[src/ramp_cfg_pkg.sv]
package ramp_cfg_pkg;
   // ----------------------------------------------------------------
   // Register indices (byte address is four times the index)
   // ----------------------------------------------------------------
   localparam logic [7:0] IDX_SPARE_WORD_A = 8'h4D;
   localparam logic [7:0] IDX_CAL_START = 8'h4E;
   localparam logic [7:0] IDX_THRESH_UPPER = 8'h4F;
   localparam logic [7:0] IDX_THRESH_LOWER = 8'h50;
   localparam logic [7:0] IDX_BOUND_TOP = 8'h51;
   localparam logic [7:0] IDX_BOUND_UPPER = 8'h52;
   localparam logic [7:0] IDX_BOUND_LOWER = 8'h53;
   localparam logic [7:0] IDX_RAMP_STATUS = 8'h60;

   // ----------------------------------------------------------------
   // Bus and field layout
   // ----------------------------------------------------------------
   localparam int ADDR_W = 12;
   localparam int DATA_W = 32;
   localparam int REG_W = 16;
   localparam int CODE_W = 33;
   localparam int CAP_W = 8;
   localparam int CORE_W = 3;
   localparam int BIAS_W = 9;
   localparam int THRESH_TOP_BIT = 11;
   localparam int FAST_RECAL_BIT = 9;
   localparam int CAP_START_LSB = 1;
   localparam int BOUND_TOP_BIT = 0;
   localparam int STAT_RECAL_BIT = 0;
   localparam int STAT_CLAMP_BIT = 1;
   localparam int STAT_FAST_BIT = 2;

   // ----------------------------------------------------------------
   // Reset values
   // ----------------------------------------------------------------
   localparam logic [15:0] RST_SPARE_WORD_A = 16'h0000;
   localparam logic [15:0] RST_CAL_START = 16'h0064;
   localparam logic [15:0] RST_THRESH_UPPER = 16'h0000;
   localparam logic [15:0] RST_THRESH_LOWER = 16'h0000;
   localparam logic [15:0] RST_BOUND_TOP = 16'h0000;
   localparam logic [15:0] RST_BOUND_UPPER = 16'h0000;
   localparam logic [15:0] RST_BOUND_LOWER = 16'h0000;
   localparam logic [32:0] RST_CODE = 33'h000000000;
endpackage

[src/ramp_bound_recal_config_regs.sv]
`timescale 1ns/1ps
module ramp_bound_recal_config_regs (
   input wire logic clk,
   input wire logic rst_n,
   input wire logic psel,
   input wire logic penable,
   input wire logic pwrite,
   input wire logic [11:0] paddr,
   input wire logic [31:0] pwdata,
   input wire logic [3:0] pstrb,
   output logic [31:0] prdata,
   output logic pready,
   output logic pslverr,
   input wire logic ramp_req_valid,
   input wire logic [32:0] ramp_req_code,
   input wire logic cal_done,
   input wire logic [2:0] osc_core_choice,
   input wire logic [8:0] osc_bias_initial,
   input wire logic [2:0] cur_core,
   input wire logic [7:0] osc_cap_code,
   input wire logic [8:0] cur_bias,
   output logic [32:0] ramp_offset,
   output logic [32:0] ramp_recal_threshold,
   output logic [32:0] upper_bound_code,
   output logic recal_needed,
   output logic fast_recal_select,
   output logic [7:0] osc_cap_start_code,
   output logic [2:0] start_core,
   output logic [7:0] start_cap,
   output logic [8:0] start_bias
);
   // ----------------------------------------------------------------
   // Helpers
   // ----------------------------------------------------------------
   function automatic logic map_hit(input logic [11:0] a);
      logic [7:0] idx;
      idx = a[9:2];
      map_hit = (a[1:0] == 2'h0) && (a[11:10] == 2'h0) &&
                (((idx >= ramp_cfg_pkg::IDX_SPARE_WORD_A) &&
                  (idx <= ramp_cfg_pkg::IDX_BOUND_LOWER)) ||
                 (idx == ramp_cfg_pkg::IDX_RAMP_STATUS));
   endfunction

   function automatic logic [15:0] merge(input logic [15:0] old, input logic [31:0] wd,
                                         input logic [3:0] be);
      merge = {be[1] ? wd[15:8] : old[15:8], be[0] ? wd[7:0] : old[7:0]};
   endfunction

   // Unsigned gap between two codes; the ramp may run either way
   function automatic logic [32:0] code_gap(input logic [32:0] a, input logic [32:0] b);
      if (a >= b) begin
         code_gap = a - b;
      end else begin
         code_gap = b - a;
      end
   endfunction

   // ----------------------------------------------------------------
   // Register state
   // ----------------------------------------------------------------
   logic [15:0] spare_word_a_q;
   logic [15:0] spare_word_a_d;
   logic [15:0] calibration_start_and_threshold_top_q;
   logic [15:0] calibration_start_and_threshold_top_d;
   logic [15:0] recal_threshold_upper_half_q;
   logic [15:0] recal_threshold_upper_half_d;
   logic [15:0] recal_threshold_lower_half_q;
   logic [15:0] recal_threshold_lower_half_d;
   logic [15:0] upper_bound_top_bit_q;
   logic [15:0] upper_bound_top_bit_d;
   logic [15:0] upper_bound_upper_half_q;
   logic [15:0] upper_bound_upper_half_d;
   logic [15:0] upper_bound_lower_half_q;
   logic [15:0] upper_bound_lower_half_d;
   logic [31:0] prdata_q;
   logic [31:0] prdata_d;
   logic [7:0] idx;
   logic wr_en;
   logic rd_setup;
   logic clamped;
   logic [15:0] status_word;
   logic [15:0] rd_word;

   // ----------------------------------------------------------------
   // Bus handshake
   // ----------------------------------------------------------------
   assign idx = paddr[9:2];
   // Writes land only at the access edge; unmapped writes are dropped
   assign wr_en = psel && penable && pwrite && map_hit(paddr);
   assign rd_setup = psel && !penable && !pwrite;
   // Zero wait states: every word already sits in a flop or a wire
   assign pready = 1'b1;
   // Writes to the read-only status index are dropped without an error
   assign pslverr = psel && penable && !map_hit(paddr);
   assign prdata = prdata_q;

   // ----------------------------------------------------------------
   // Register writes
   // ----------------------------------------------------------------
   always_comb begin
      spare_word_a_d = spare_word_a_q;
      calibration_start_and_threshold_top_d = calibration_start_and_threshold_top_q;
      recal_threshold_upper_half_d = recal_threshold_upper_half_q;
      recal_threshold_lower_half_d = recal_threshold_lower_half_q;
      upper_bound_top_bit_d = upper_bound_top_bit_q;
      upper_bound_upper_half_d = upper_bound_upper_half_q;
      upper_bound_lower_half_d = upper_bound_lower_half_q;
      // Strobed bytes kept as written, reserved bits too
      if (wr_en) begin
         unique case (idx)
            ramp_cfg_pkg::IDX_SPARE_WORD_A: begin
               spare_word_a_d = merge(spare_word_a_q, pwdata, pstrb);
            end
            ramp_cfg_pkg::IDX_CAL_START: begin
               calibration_start_and_threshold_top_d =
                  merge(calibration_start_and_threshold_top_q, pwdata, pstrb);
            end
            ramp_cfg_pkg::IDX_THRESH_UPPER: begin
               recal_threshold_upper_half_d = merge(recal_threshold_upper_half_q, pwdata, pstrb);
            end
            ramp_cfg_pkg::IDX_THRESH_LOWER: begin
               recal_threshold_lower_half_d = merge(recal_threshold_lower_half_q, pwdata, pstrb);
            end
            ramp_cfg_pkg::IDX_BOUND_TOP: begin
               upper_bound_top_bit_d = merge(upper_bound_top_bit_q, pwdata, pstrb);
            end
            ramp_cfg_pkg::IDX_BOUND_UPPER: begin
               upper_bound_upper_half_d = merge(upper_bound_upper_half_q, pwdata, pstrb);
            end
            ramp_cfg_pkg::IDX_BOUND_LOWER: begin
               upper_bound_lower_half_d = merge(upper_bound_lower_half_q, pwdata, pstrb);
            end
            default: begin
               // Status word is read only
            end
         endcase
      end
   end

   always_ff @(posedge clk) begin
      if (!rst_n) begin
         spare_word_a_q <= ramp_cfg_pkg::RST_SPARE_WORD_A;
         calibration_start_and_threshold_top_q <= ramp_cfg_pkg::RST_CAL_START;
         recal_threshold_upper_half_q <= ramp_cfg_pkg::RST_THRESH_UPPER;
         recal_threshold_lower_half_q <= ramp_cfg_pkg::RST_THRESH_LOWER;
         upper_bound_top_bit_q <= ramp_cfg_pkg::RST_BOUND_TOP;
         upper_bound_upper_half_q <= ramp_cfg_pkg::RST_BOUND_UPPER;
         upper_bound_lower_half_q <= ramp_cfg_pkg::RST_BOUND_LOWER;
      end else begin
         spare_word_a_q <= spare_word_a_d;
         calibration_start_and_threshold_top_q <= calibration_start_and_threshold_top_d;
         recal_threshold_upper_half_q <= recal_threshold_upper_half_d;
         recal_threshold_lower_half_q <= recal_threshold_lower_half_d;
         upper_bound_top_bit_q <= upper_bound_top_bit_d;
         upper_bound_upper_half_q <= upper_bound_upper_half_d;
         upper_bound_lower_half_q <= upper_bound_lower_half_d;
      end
   end

   // ----------------------------------------------------------------
   // Field extraction
   // ----------------------------------------------------------------
   assign ramp_recal_threshold = {
      calibration_start_and_threshold_top_q[ramp_cfg_pkg::THRESH_TOP_BIT],
      recal_threshold_upper_half_q, recal_threshold_lower_half_q};
   assign upper_bound_code = {upper_bound_top_bit_q[ramp_cfg_pkg::BOUND_TOP_BIT],
      upper_bound_upper_half_q,
      upper_bound_lower_half_q};
   // Fast recalibration only moves where the search begins, not how it runs
   assign fast_recal_select =
      calibration_start_and_threshold_top_q[ramp_cfg_pkg::FAST_RECAL_BIT];
   // Out-of-range codes above 183 are passed through; software must avoid them
   assign osc_cap_start_code = calibration_start_and_threshold_top_q[
      ramp_cfg_pkg::CAP_START_LSB +: ramp_cfg_pkg::CAP_W];

   // ----------------------------------------------------------------
   // Ramp bound clamping and offset tracking
   // ----------------------------------------------------------------
   ramp_bound_clamp u_clamp (
      .clk(clk),
      .rst_n(rst_n),
      .req_valid(ramp_req_valid),
      .req_code(ramp_req_code),
      .bound_code(upper_bound_code),
      .offset_q(ramp_offset),
      .clamped_q(clamped)
   );

   // ----------------------------------------------------------------
   // Recalibration flag
   // ----------------------------------------------------------------
   // The reference follows the offset only when a calibration finishes
   logic [32:0] cal_ref_q;
   logic [32:0] cal_ref_d;
   logic recal_needed_q;
   logic recal_needed_d;
   logic [32:0] moved;

   // Distance moved since the last finished calibration
   assign moved = code_gap(ramp_offset, cal_ref_q);

   always_comb begin
      cal_ref_d = cal_ref_q;
      recal_needed_d = recal_needed_q;
      if (cal_done) begin
         cal_ref_d = ramp_offset;
         recal_needed_d = 1'b0;
      end
      // A fresh excursion wins over a clear in the same cycle
      if (moved > ramp_recal_threshold) begin
         recal_needed_d = 1'b1;
      end
   end

   always_ff @(posedge clk) begin
      if (!rst_n) begin
         cal_ref_q <= ramp_cfg_pkg::RST_CODE;
         recal_needed_q <= 1'b0;
      end else begin
         cal_ref_q <= cal_ref_d;
         recal_needed_q <= recal_needed_d;
      end
   end

   assign recal_needed = recal_needed_q;

   // ----------------------------------------------------------------
   // Calibration start point
   // ----------------------------------------------------------------
   cal_start_select u_start (
      .clk(clk),
      .rst_n(rst_n),
      .fast_recal_select(fast_recal_select),
      .osc_core_choice(osc_core_choice),
      .osc_cap_initial(osc_cap_start_code),
      .osc_bias_initial(osc_bias_initial),
      .cur_core(cur_core),
      .osc_cap_code(osc_cap_code),
      .cur_bias(cur_bias),
      .start_core_q(start_core),
      .start_cap_q(start_cap),
      .start_bias_q(start_bias)
   );

   // ----------------------------------------------------------------
   // Read path
   // ----------------------------------------------------------------
   // Status is live; the clamp bit reflects only the latest request
   always_comb begin
      status_word = 16'h0000;
      status_word[ramp_cfg_pkg::STAT_RECAL_BIT] = recal_needed_q;
      status_word[ramp_cfg_pkg::STAT_CLAMP_BIT] = clamped;
      status_word[ramp_cfg_pkg::STAT_FAST_BIT] = fast_recal_select;
   end

   // One 16-bit word per index; the upper half of the bus always reads zero
   always_comb begin
      unique case (idx)
         ramp_cfg_pkg::IDX_SPARE_WORD_A: rd_word = spare_word_a_q;
         ramp_cfg_pkg::IDX_CAL_START: rd_word = calibration_start_and_threshold_top_q;
         ramp_cfg_pkg::IDX_THRESH_UPPER: rd_word = recal_threshold_upper_half_q;
         ramp_cfg_pkg::IDX_THRESH_LOWER: rd_word = recal_threshold_lower_half_q;
         ramp_cfg_pkg::IDX_BOUND_TOP: rd_word = upper_bound_top_bit_q;
         ramp_cfg_pkg::IDX_BOUND_UPPER: rd_word = upper_bound_upper_half_q;
         ramp_cfg_pkg::IDX_BOUND_LOWER: rd_word = upper_bound_lower_half_q;
         ramp_cfg_pkg::IDX_RAMP_STATUS: rd_word = status_word;
         default: rd_word = 16'h0000;
      endcase
   end

   // Data is fetched in the setup cycle so it sits in a flop for the access
   always_comb begin
      prdata_d = prdata_q;
      if (rd_setup) begin
         prdata_d = {16'h0000, rd_word};
         // Misaligned or out-of-window reads return zero
         if (!map_hit(paddr)) begin
            prdata_d = 32'h00000000;
         end
      end
   end

   always_ff @(posedge clk) begin
      if (!rst_n) begin
         prdata_q <= 32'h00000000;
      end else begin
         prdata_q <= prdata_d;
      end
   end
endmodule

[src/ramp_bound_clamp.sv]
`timescale 1ns/1ps
// --------------------------------------------------------------------
// Clamps the requested ramp offset to the upper bound code
// --------------------------------------------------------------------
module ramp_bound_clamp (
   input wire logic clk,
   input wire logic rst_n,
   input wire logic req_valid,
   input wire logic [32:0] req_code,
   input wire logic [32:0] bound_code,
   output logic [32:0] offset_q,
   output logic clamped_q
);
   logic [32:0] offset_d;
   logic clamped_d;

   always_comb begin
      offset_d = offset_q;
      clamped_d = clamped_q;
      if (req_valid) begin
         // Never let a request take the oscillator above the upper bound
         if (req_code > bound_code) begin
            offset_d = bound_code;
            clamped_d = 1'b1;
         end else begin
            offset_d = req_code;
            clamped_d = 1'b0;
         end
      end
   end

   always_ff @(posedge clk) begin
      if (!rst_n) begin
         offset_q <= ramp_cfg_pkg::RST_CODE;
         clamped_q <= 1'b0;
      end else begin
         offset_q <= offset_d;
         clamped_q <= clamped_d;
      end
   end
endmodule

[src/cal_start_select.sv]
`timescale 1ns/1ps
// --------------------------------------------------------------------
// Picks where the oscillator calibration begins
// --------------------------------------------------------------------
module cal_start_select (
   input wire logic clk,
   input wire logic rst_n,
   input wire logic fast_recal_select,
   input wire logic [2:0] osc_core_choice,
   input wire logic [7:0] osc_cap_initial,
   input wire logic [8:0] osc_bias_initial,
   input wire logic [2:0] cur_core,
   input wire logic [7:0] osc_cap_code,
   input wire logic [8:0] cur_bias,
   output logic [2:0] start_core_q,
   output logic [7:0] start_cap_q,
   output logic [8:0] start_bias_q
);
   logic [2:0] start_core_d;
   logic [7:0] start_cap_d;
   logic [8:0] start_bias_d;

   always_comb begin
      // Reusing the live values saves search steps on small hops
      if (fast_recal_select) begin
         start_core_d = cur_core;
         start_cap_d = osc_cap_code;
         start_bias_d = cur_bias;
      end else begin
         start_core_d = osc_core_choice;
         start_cap_d = osc_cap_initial;
         start_bias_d = osc_bias_initial;
      end
   end

   always_ff @(posedge clk) begin
      if (!rst_n) begin
         start_core_q <= 3'h0;
         start_cap_q <= 8'h00;
         start_bias_q <= 9'h000;
      end else begin
         start_core_q <= start_core_d;
         start_cap_q <= start_cap_d;
         start_bias_q <= start_bias_d;
      end
   end
endmodule

[config.mk]
export PLATFORM = sky130hd
export DESIGN_NAME = ramp_bound_recal_config_regs
export DESIGN_NICKNAME = d
export VERILOG_FILES = /design/src/ramp_cfg_pkg.sv /design/src/ramp_bound_recal_config_regs.sv /design/src/ramp_bound_clamp.sv /design/src/cal_start_select.sv
export SDC_FILE = /design/constraint.sdc
export NUM_CORES = 1
export LEC_CHECK = 0
export ABC_AREA = 1
export ABC_CLOCK_PERIOD_IN_PS = 3450
export BUFFER_PORTS_ARGS = -buffer_cell sky130_fd_sc_hd__buf_4
export CORE_MARGIN = 5
export CORE_UTILIZATION = 50
export CTS_BUF_LIST = sky130_fd_sc_hd__clkbuf_8
export CTS_CLUSTER_SIZE = 16
export DETAILED_ROUTE_END_ITERATION = 8
export PLACE_DENSITY = 0.81
export SLEW_MARGIN = 20
export SYNTH_ARGS = -nofsm -noshare
export SYNTH_HDL_FRONTEND = slang
export SYNTH_HIERARCHICAL = 1
export SYNTH_SLANG_ARGS = --single-unit
[constraint.sdc]
create_clock -name clk -period 3.45 [get_ports clk]
set_input_delay 0.1725 -clock clk [delete_from_list [all_inputs] [get_ports clk]]
set_output_delay 0.1725 -clock clk [all_outputs]
set_load 0.05 [all_outputs]
# Yosys cells after proc, flatten, opt, wreduce, memory -nomap -nowiden

Cells that the tools add are included.

Flip-flop bits (word level): 232
Input port bits: 120
Output and inout bits: 163
Word-level logic and storage cells: 77

$add $sub $neg: 2
Order comparisons: 5
Equality and inequality tests: 8
Multiplexer cells: 10
Reduce and logical (&&, ||, !) cells: 30

Operators by type and width:

| cell                                                              | count |
|---|---|
| case mux 16 bit (8 select lines)                                  | 1 |
| > comparator 33 bit                                               | 2 |
| 2-to-1 mux 33 bit                                                 | 2 |
| subtractor 33 bit                                                 | 2 |
| == test 8 x 7 -> 1 bit, second input constant                     | 8 |
| AND reduction 3 bit                                               | 14 |
| greater-or-equal comparator 33 bit                                | 1 |
| 2-to-1 mux 16 bit                                                 | 1 |
| logical AND 1 bit                                                 | 9 |
| 2-to-1 mux 9 bit                                                  | 1 |
| greater-or-equal comparator 8 x 7 -> 1 bit, second input constant | 1 |
| less-or-equal comparator 8 x 7 -> 1 bit, second input constant    | 1 |
| 2-to-1 mux 8 bit                                                  | 1 |
| logical NOT 2 bit                                                 | 2 |
| logical NOT 1 bit                                                 | 3 |
| 2-to-1 mux 1 bit                                                  | 3 |
| 2-to-1 mux 3 bit                                                  | 1 |
| nonzero test 2 bit                                                | 1 |
| logical OR 1 bit                                                  | 1 |

# Logic depth before layout (Yosys ltp)

Depth in word-level cells: 6
Gate-level depth with buffers: 31
Gate-level depth less buffers: 29

# Cells and area by module

Netlist, hierarchy kept.

Modules (own cells, without submodules):

| module                       | times used | cells an instance | area an instance (um2) | seq. area each (um2) |
|---|---|---|---|---|
| ramp_bound_recal_config_regs | 1          | 2396              | 13543.0                | 3243.1 |
| ramp_bound_clamp             | 1          | 413               | 3188.1                 | 680.7 |
| cal_start_select             | 1          | 126               | 830.8                  | 400.4 |

# Least setup slack after synthesis

OpenSTA, ideal clock, no wires.

Path kind: register to register
From: register u_clamp.offset_q[6]
To: register recal_needed_q, in the netlist recal_needed
Setup time: 72 ps
Data arrival time: 3295 ps
Data required time: 3378 ps
Slack: 83 ps
Stages on the path, launching flop included: 30
Path buffers: 2
Clock period less this slack: 3367 ps
Cell sequence: dfxtp_1 -> inv_1 -> ha_1 -> clkbuf_2 -> nand2_1 -> nand2_1 -> nand2_1 -> nand2_1 -> inv_1 -> nand3_1 -> nand2_1 -> nand2_1 -> nand2_1 -> nand2_2 -> inv_2 -> buf_2 -> nand2_1 -> nand2_1 -> inv_1 -> ha_1 -> nand2_1 -> inv_1 -> nand3_1 -> nor2_1 -> nand2_1 -> nor2_1 -> nand3b_1 -> nand3_1 -> nand2_1 -> a21oi_1

Longest elaborated chain between the ends: 4
Elaborated cells between the ends (all ways): 7
Those cells by class: 2 x add/sub; 2 x order compare; 2 x mux; 1 x reduce/logical

Ends and longest elaborated chain:

| item                                                   | line                                | source |
|---|---|---|
| start, declared                                        | ramp_bound_clamp.sv:11              | `output logic [32:0] offset_q,` |
| start signal, assigned                                 | ramp_bound_clamp.sv:34              | `offset_q <= ramp_cfg_pkg::RST_CODE;` |
| start signal, assigned                                 | ramp_bound_clamp.sv:37              | `offset_q <= offset_d;` |
| subtractor 33 bit (tied with other cells)              | ramp_bound_recal_config_regs.sv:54  | `code_gap = b - a;` |
| 2-to-1 mux 33 bit *                                    | ramp_bound_recal_config_regs.sv:51  | `if (a >= b) begin` |
| > comparator 33 bit *                                  | ramp_bound_recal_config_regs.sv:210 | `if (moved > ramp_recal_threshold) begin` |
| 2-to-1 mux 1 bit or nonzero test 2 bit (tied branches) | -                                   |  |
| end signal, assigned                                   | ramp_bound_recal_config_regs.sv:221 | `recal_needed_q <= recal_needed_d;` |
| end, declared                                          | ramp_bound_recal_config_regs.sv:195 | `logic recal_needed_q;` |

Every way passes the cells marked *; elsewhere a longest branch is shown, timed or not.
A chain may end at the register's enable or synchronous reset.

# Worst setup path after layout

From: register u_clamp.offset_q[22]
To: register recal_needed_q, in the netlist recal_needed

Same word-level chain as after synthesis.

==> impl_results.md <==
- Outcome: finished, final reports clean
- M1 GR Usage: 37.22%
- Power Dens Cells: 391.4 mW/mm^2
- Clock power frac: between 30% and 40%
- Syn Area/Cell: between 5 and 6 um^2
- Layout Nets: 3533
- Most used cell, CP: nand2_1
- Pin count of the biggest net entering global routing: 66
- Arrival @ worst endpoint: approximately 3.7 ns
- Fin crit share: ~95%
- Post-synthesis sequential area ratio: about a quarter
- # port buffers: 247
- Layout area overhead: 25.51%
- EDFF count, synth: 0
- Peak VDD IR: ~460 uV
- Ports: 283
- Die X: 197.4 um
- Vias in the first global route: between 15000 and 20000
- Congestion Overflow GR: 0
- Logic gate share of total power: 37.6%
- Worst-path clk slew: 0.07 ns
- Row count: 68
- Final Core Density: a little under two thirds
- Final setup violation count: 0
- Hold Crit Class: input port to flip-flop
- Initial antenna violation count: 1
- Crit Path Category: flip-flop to flip-flop
- Switching power: 3334 uW
- Worst rel slew slack: 47.67%
- Tmin final: 3.269 ns
- WL/cell: 16.94 um
- Yosys reg bits: between 200 and 250
- Hold path depth: 5
- Pre-CTS setup slack: 0.1186 ns
- HP Start: ramp_req_code[31]
- Worst R2R Start: u_clamp/offset_q[22]
- DRT iter0 DRCs: 1699
- Number of vias per cell: slightly above 5
- Die area: between 0.03 and 0.04 mm^2
- DIE HEIGHT: 197.4 um
- CP max stage delay: 0.34 ns
- Leading area contributor after synthesis: dfxtp_1
- CTS tree: done
- Final instance area: 0.02204 mm^2
- M3 GR Usage: around 6.7%
- Critical Path RT: 3.90 ns
- Reg-to-Reg End: recal_needed
- Syn Inst Count: just under 3000
- Post-DP HPWL: 48260 um
- # fillers: 3172
- Layout cell share with drive strength beyond 1: approximately a fifth
- Grt met2 use: 52.92%
- Setup WS post-layout: roughly 0.18 ns
- Initial Util: 50.72%
- Most used routing layer: met2
- Yosys warning count: 6
- Clock Sinks: 216
- Pleak: 0.01156 uW
- Layout Cells excl Fill: 3767
- Least-Margin Pin Slew: 0.7831 ns
- Worst Hold End: u_clamp/offset_q[31]
- DRC viols: 0
- FF-to-FF path depth: 27
- Detail Route Antenna Nets: 0
- Root Buffer: clkbuf_8
- Slowest CP cell: ha_1
- Dominant synthesized flop cell: dfxtp_1
- Gr usage total: 31.03%
- Cell Area, Placed: 0.01992 mm^2
- Final Slew Violations: 0
- H-tree Lvls: 2
- Sw frac: between 30 and 40%
- Clock Latency Late Sink: about 0.60 ns
- Internal: 5294 uW
- Share of the synthesized area in the top cell type: 24.62%
- Via count: roughly 19000
- Reg-to-reg slack, setup: 0.18 ns
- Final WL: 63820 um
- Pre-Repair DR Iteration Count: 6
- F_max: 305.9 MHz
- Cell family with most CP delay: simple AND/OR/NAND/NOR gates
- Setup crit end kind: flip-flop
- Post-Syn Area: approximately 0.018 mm^2
- Synth area leaders: dfxtp_1 25%, nand2_1 23%, inv_1 11%
- Yosys cell types: 43
- Area of the core: 0.03463 mm^2
- Num CTS Buffers: 40
- Cell count after placement: 3624
- Critical path launch point type: flip-flop
- Seq pwr share: 30.1%
- Global-route wire length before repair: 96580 um
- Final GP Congestion: 1.026
- Crit path buffers/inverters: 7
- Fraction of registers with async set/reset: 0%
- Max-cap violations: 0
- Hold Slack: 0.04108 ns
- Final Hold Fails: 0
- Critical path peak fanout: 5
- Post-Route Skew: between 0.02 and 0.03 ns
- Clk buf depth: 3
- N_diodes: 0
-- registers in the layout, summed over array words and instances (netlist names) --
name                                   count
recal_threshold_upper_half_q              16
calibration_start_and_threshold_top_q     16
cal_ref_q                                 33
u_clamp/clamped_q                          1
upper_bound_upper_half_q                  16
recal_needed                               1
u_clamp/offset_q                          33
u_start/start_core_q                       3
recal_threshold_lower_half_q              16
u_start/start_cap_q                        8
prdata                                    16
upper_bound_top_bit_q                     16
spare_word_a_q                            16
u_start/start_bias_q                       9
upper_bound_lower_half_q                  16
-- power by group through the flow --
stage               Clock, uW  Combinational [uW]  Sequential (uW)
floorplan                   0                1910             2750
global placement            0                2850             2640
detailed placement          0                2870             2640
CTS                      2820                2940             2590
global route             2930                3580             2600
finish                   2790                3250             2600
-- through the flow --
| step | power [uW] | TNS [ns] |
|---|---|---|
| 5_1_grt | 9104 | -0.02277 |
| 3_5_place_dp | 5510 | 0 |
| 4_1_cts | 8342 | 0 |
| 6_report | 8628 | 0 |
| 2_1_floorplan | 4655 | 0 |
| 3_3_place_gp | 5486 | 0 |
-- cell families (layout without fill, tap and decap cells) --
family | after synthesis | after routing | share of synthesized area (%)
AND/OR/NAND/NOR | 1695 | 1695 | 41.43
buffers and inverters | 629 | 991 | 15.41
AO/OA/AOI/OAI | 230 | 230 | 7.438
flip-flops | 216 | 216 | 24.62
adder cells (fa/ha/maj) | 133 | 133 | 9.561
XOR/XNOR | 30 | 30 | 1.496
other | 2 | 17 | 0.04276
-- worst max-delay path by stage --
| stage | startpoint | end | cells past startpoint |
|---|---|---|---|
| 2_1_floorplan | u_clamp/offset_q[6] | recal_needed | 29 |
| 3_3_place_gp | u_clamp/offset_q[0] | recal_needed | 27 |
| 3_5_place_dp | u_clamp/offset_q[16] | recal_needed | 25 |
| 4_1_cts | u_clamp/offset_q[0] | recal_needed | 26 |
| 5_1_grt | u_clamp/offset_q[9] | recal_needed | 26 |
| 6_report | u_clamp/offset_q[22] | recal_needed | 27 |
-- Yosys cell counts (10+ instances only) --
library cell	number
nand3_2	60
dfxtp_1	216
buf_6	20
ha_1	131
nand4_1	17
buf_2	13
nor2_1	373
inv_1	511
xor2_1	25
a21oi_1	123
nand3_1	106
nand2_1	1059
a21oi_2	29
buf_4	33
nor2_4	15
nand2_2	32
clkbuf_1	26
buf_1	10
o21ai_0	47
o22ai_1	21
-- worst min-delay path, delay by kind of cell --
family | cells | cell delay (ns)
and+or+nand+nor | 2 | 0.15
buffers and inverters | 2 | 0.19
AOI/OAI and AO/OA | 1 | 0.06
-- cells in the final DEF (no fill, tap or decap), types with 3 or more instances in the layout --
cell type      count
nand3b_1           3
a21oi_2           29
xor2_1            25
buf_4            335
nor2_1           355
clkbuf_8          51
nand3_1          102
nand2_2           53
a21oi_1          123
xnor2_1            5
o21ai_0           47
nand4_1           17
ha_1             107
ha_4              22
dlygate4sd3_1     55
bufinv_16          3
dfxtp_2            4
nand2_1         1036
conb_1            17
clkbuf_16          3
nor3_2             3
clkinv_2           4
nand2_4            3
inv_2              8
and3_1             8
dfxtp_1          211
inv_1            520
a21o_1             3
nor2_2            16
nand3_2           64
clkinv_1           4
o22ai_1           21
nor2_4            23
-- area by class of cell --
cell class | count | area (um^2) | area share, %
multi-input combinational | 2105 | 11080 | 50.27
sequential | 216 | 4333 | 19.66
timing repair buffer | 396 | 3192 | 14.48
inverter | 521 | 1968 | 8.929
clock buffer | 51 | 701.9 | 3.184
tap | 455 | 569.3 | 2.583
clock inverter | 23 | 197.7 | 0.8969
-- routing by layer --
metal | wire length [um] | part of all wire, % | vias up
li1 | - | - | 9515
met1 | 24460 | 38 | 8551
met2 | 29710 | 47 | 885
met3 | 6022 | 9.4 | 208
met4 | 3613 | 5.7 | 2
met5 | 13 | 0.020 | -
-- repair_timing --
action / CTS / global route
gates resized for setup: 0 / 109
endpoints found under the setup margin: 0 / 1
buffers inserted: 0 / 11
hold buffers: 55 / 0
hold endpoints to repair: 46 / 0
No activity file was read; power rests on OpenSTA's default activity.
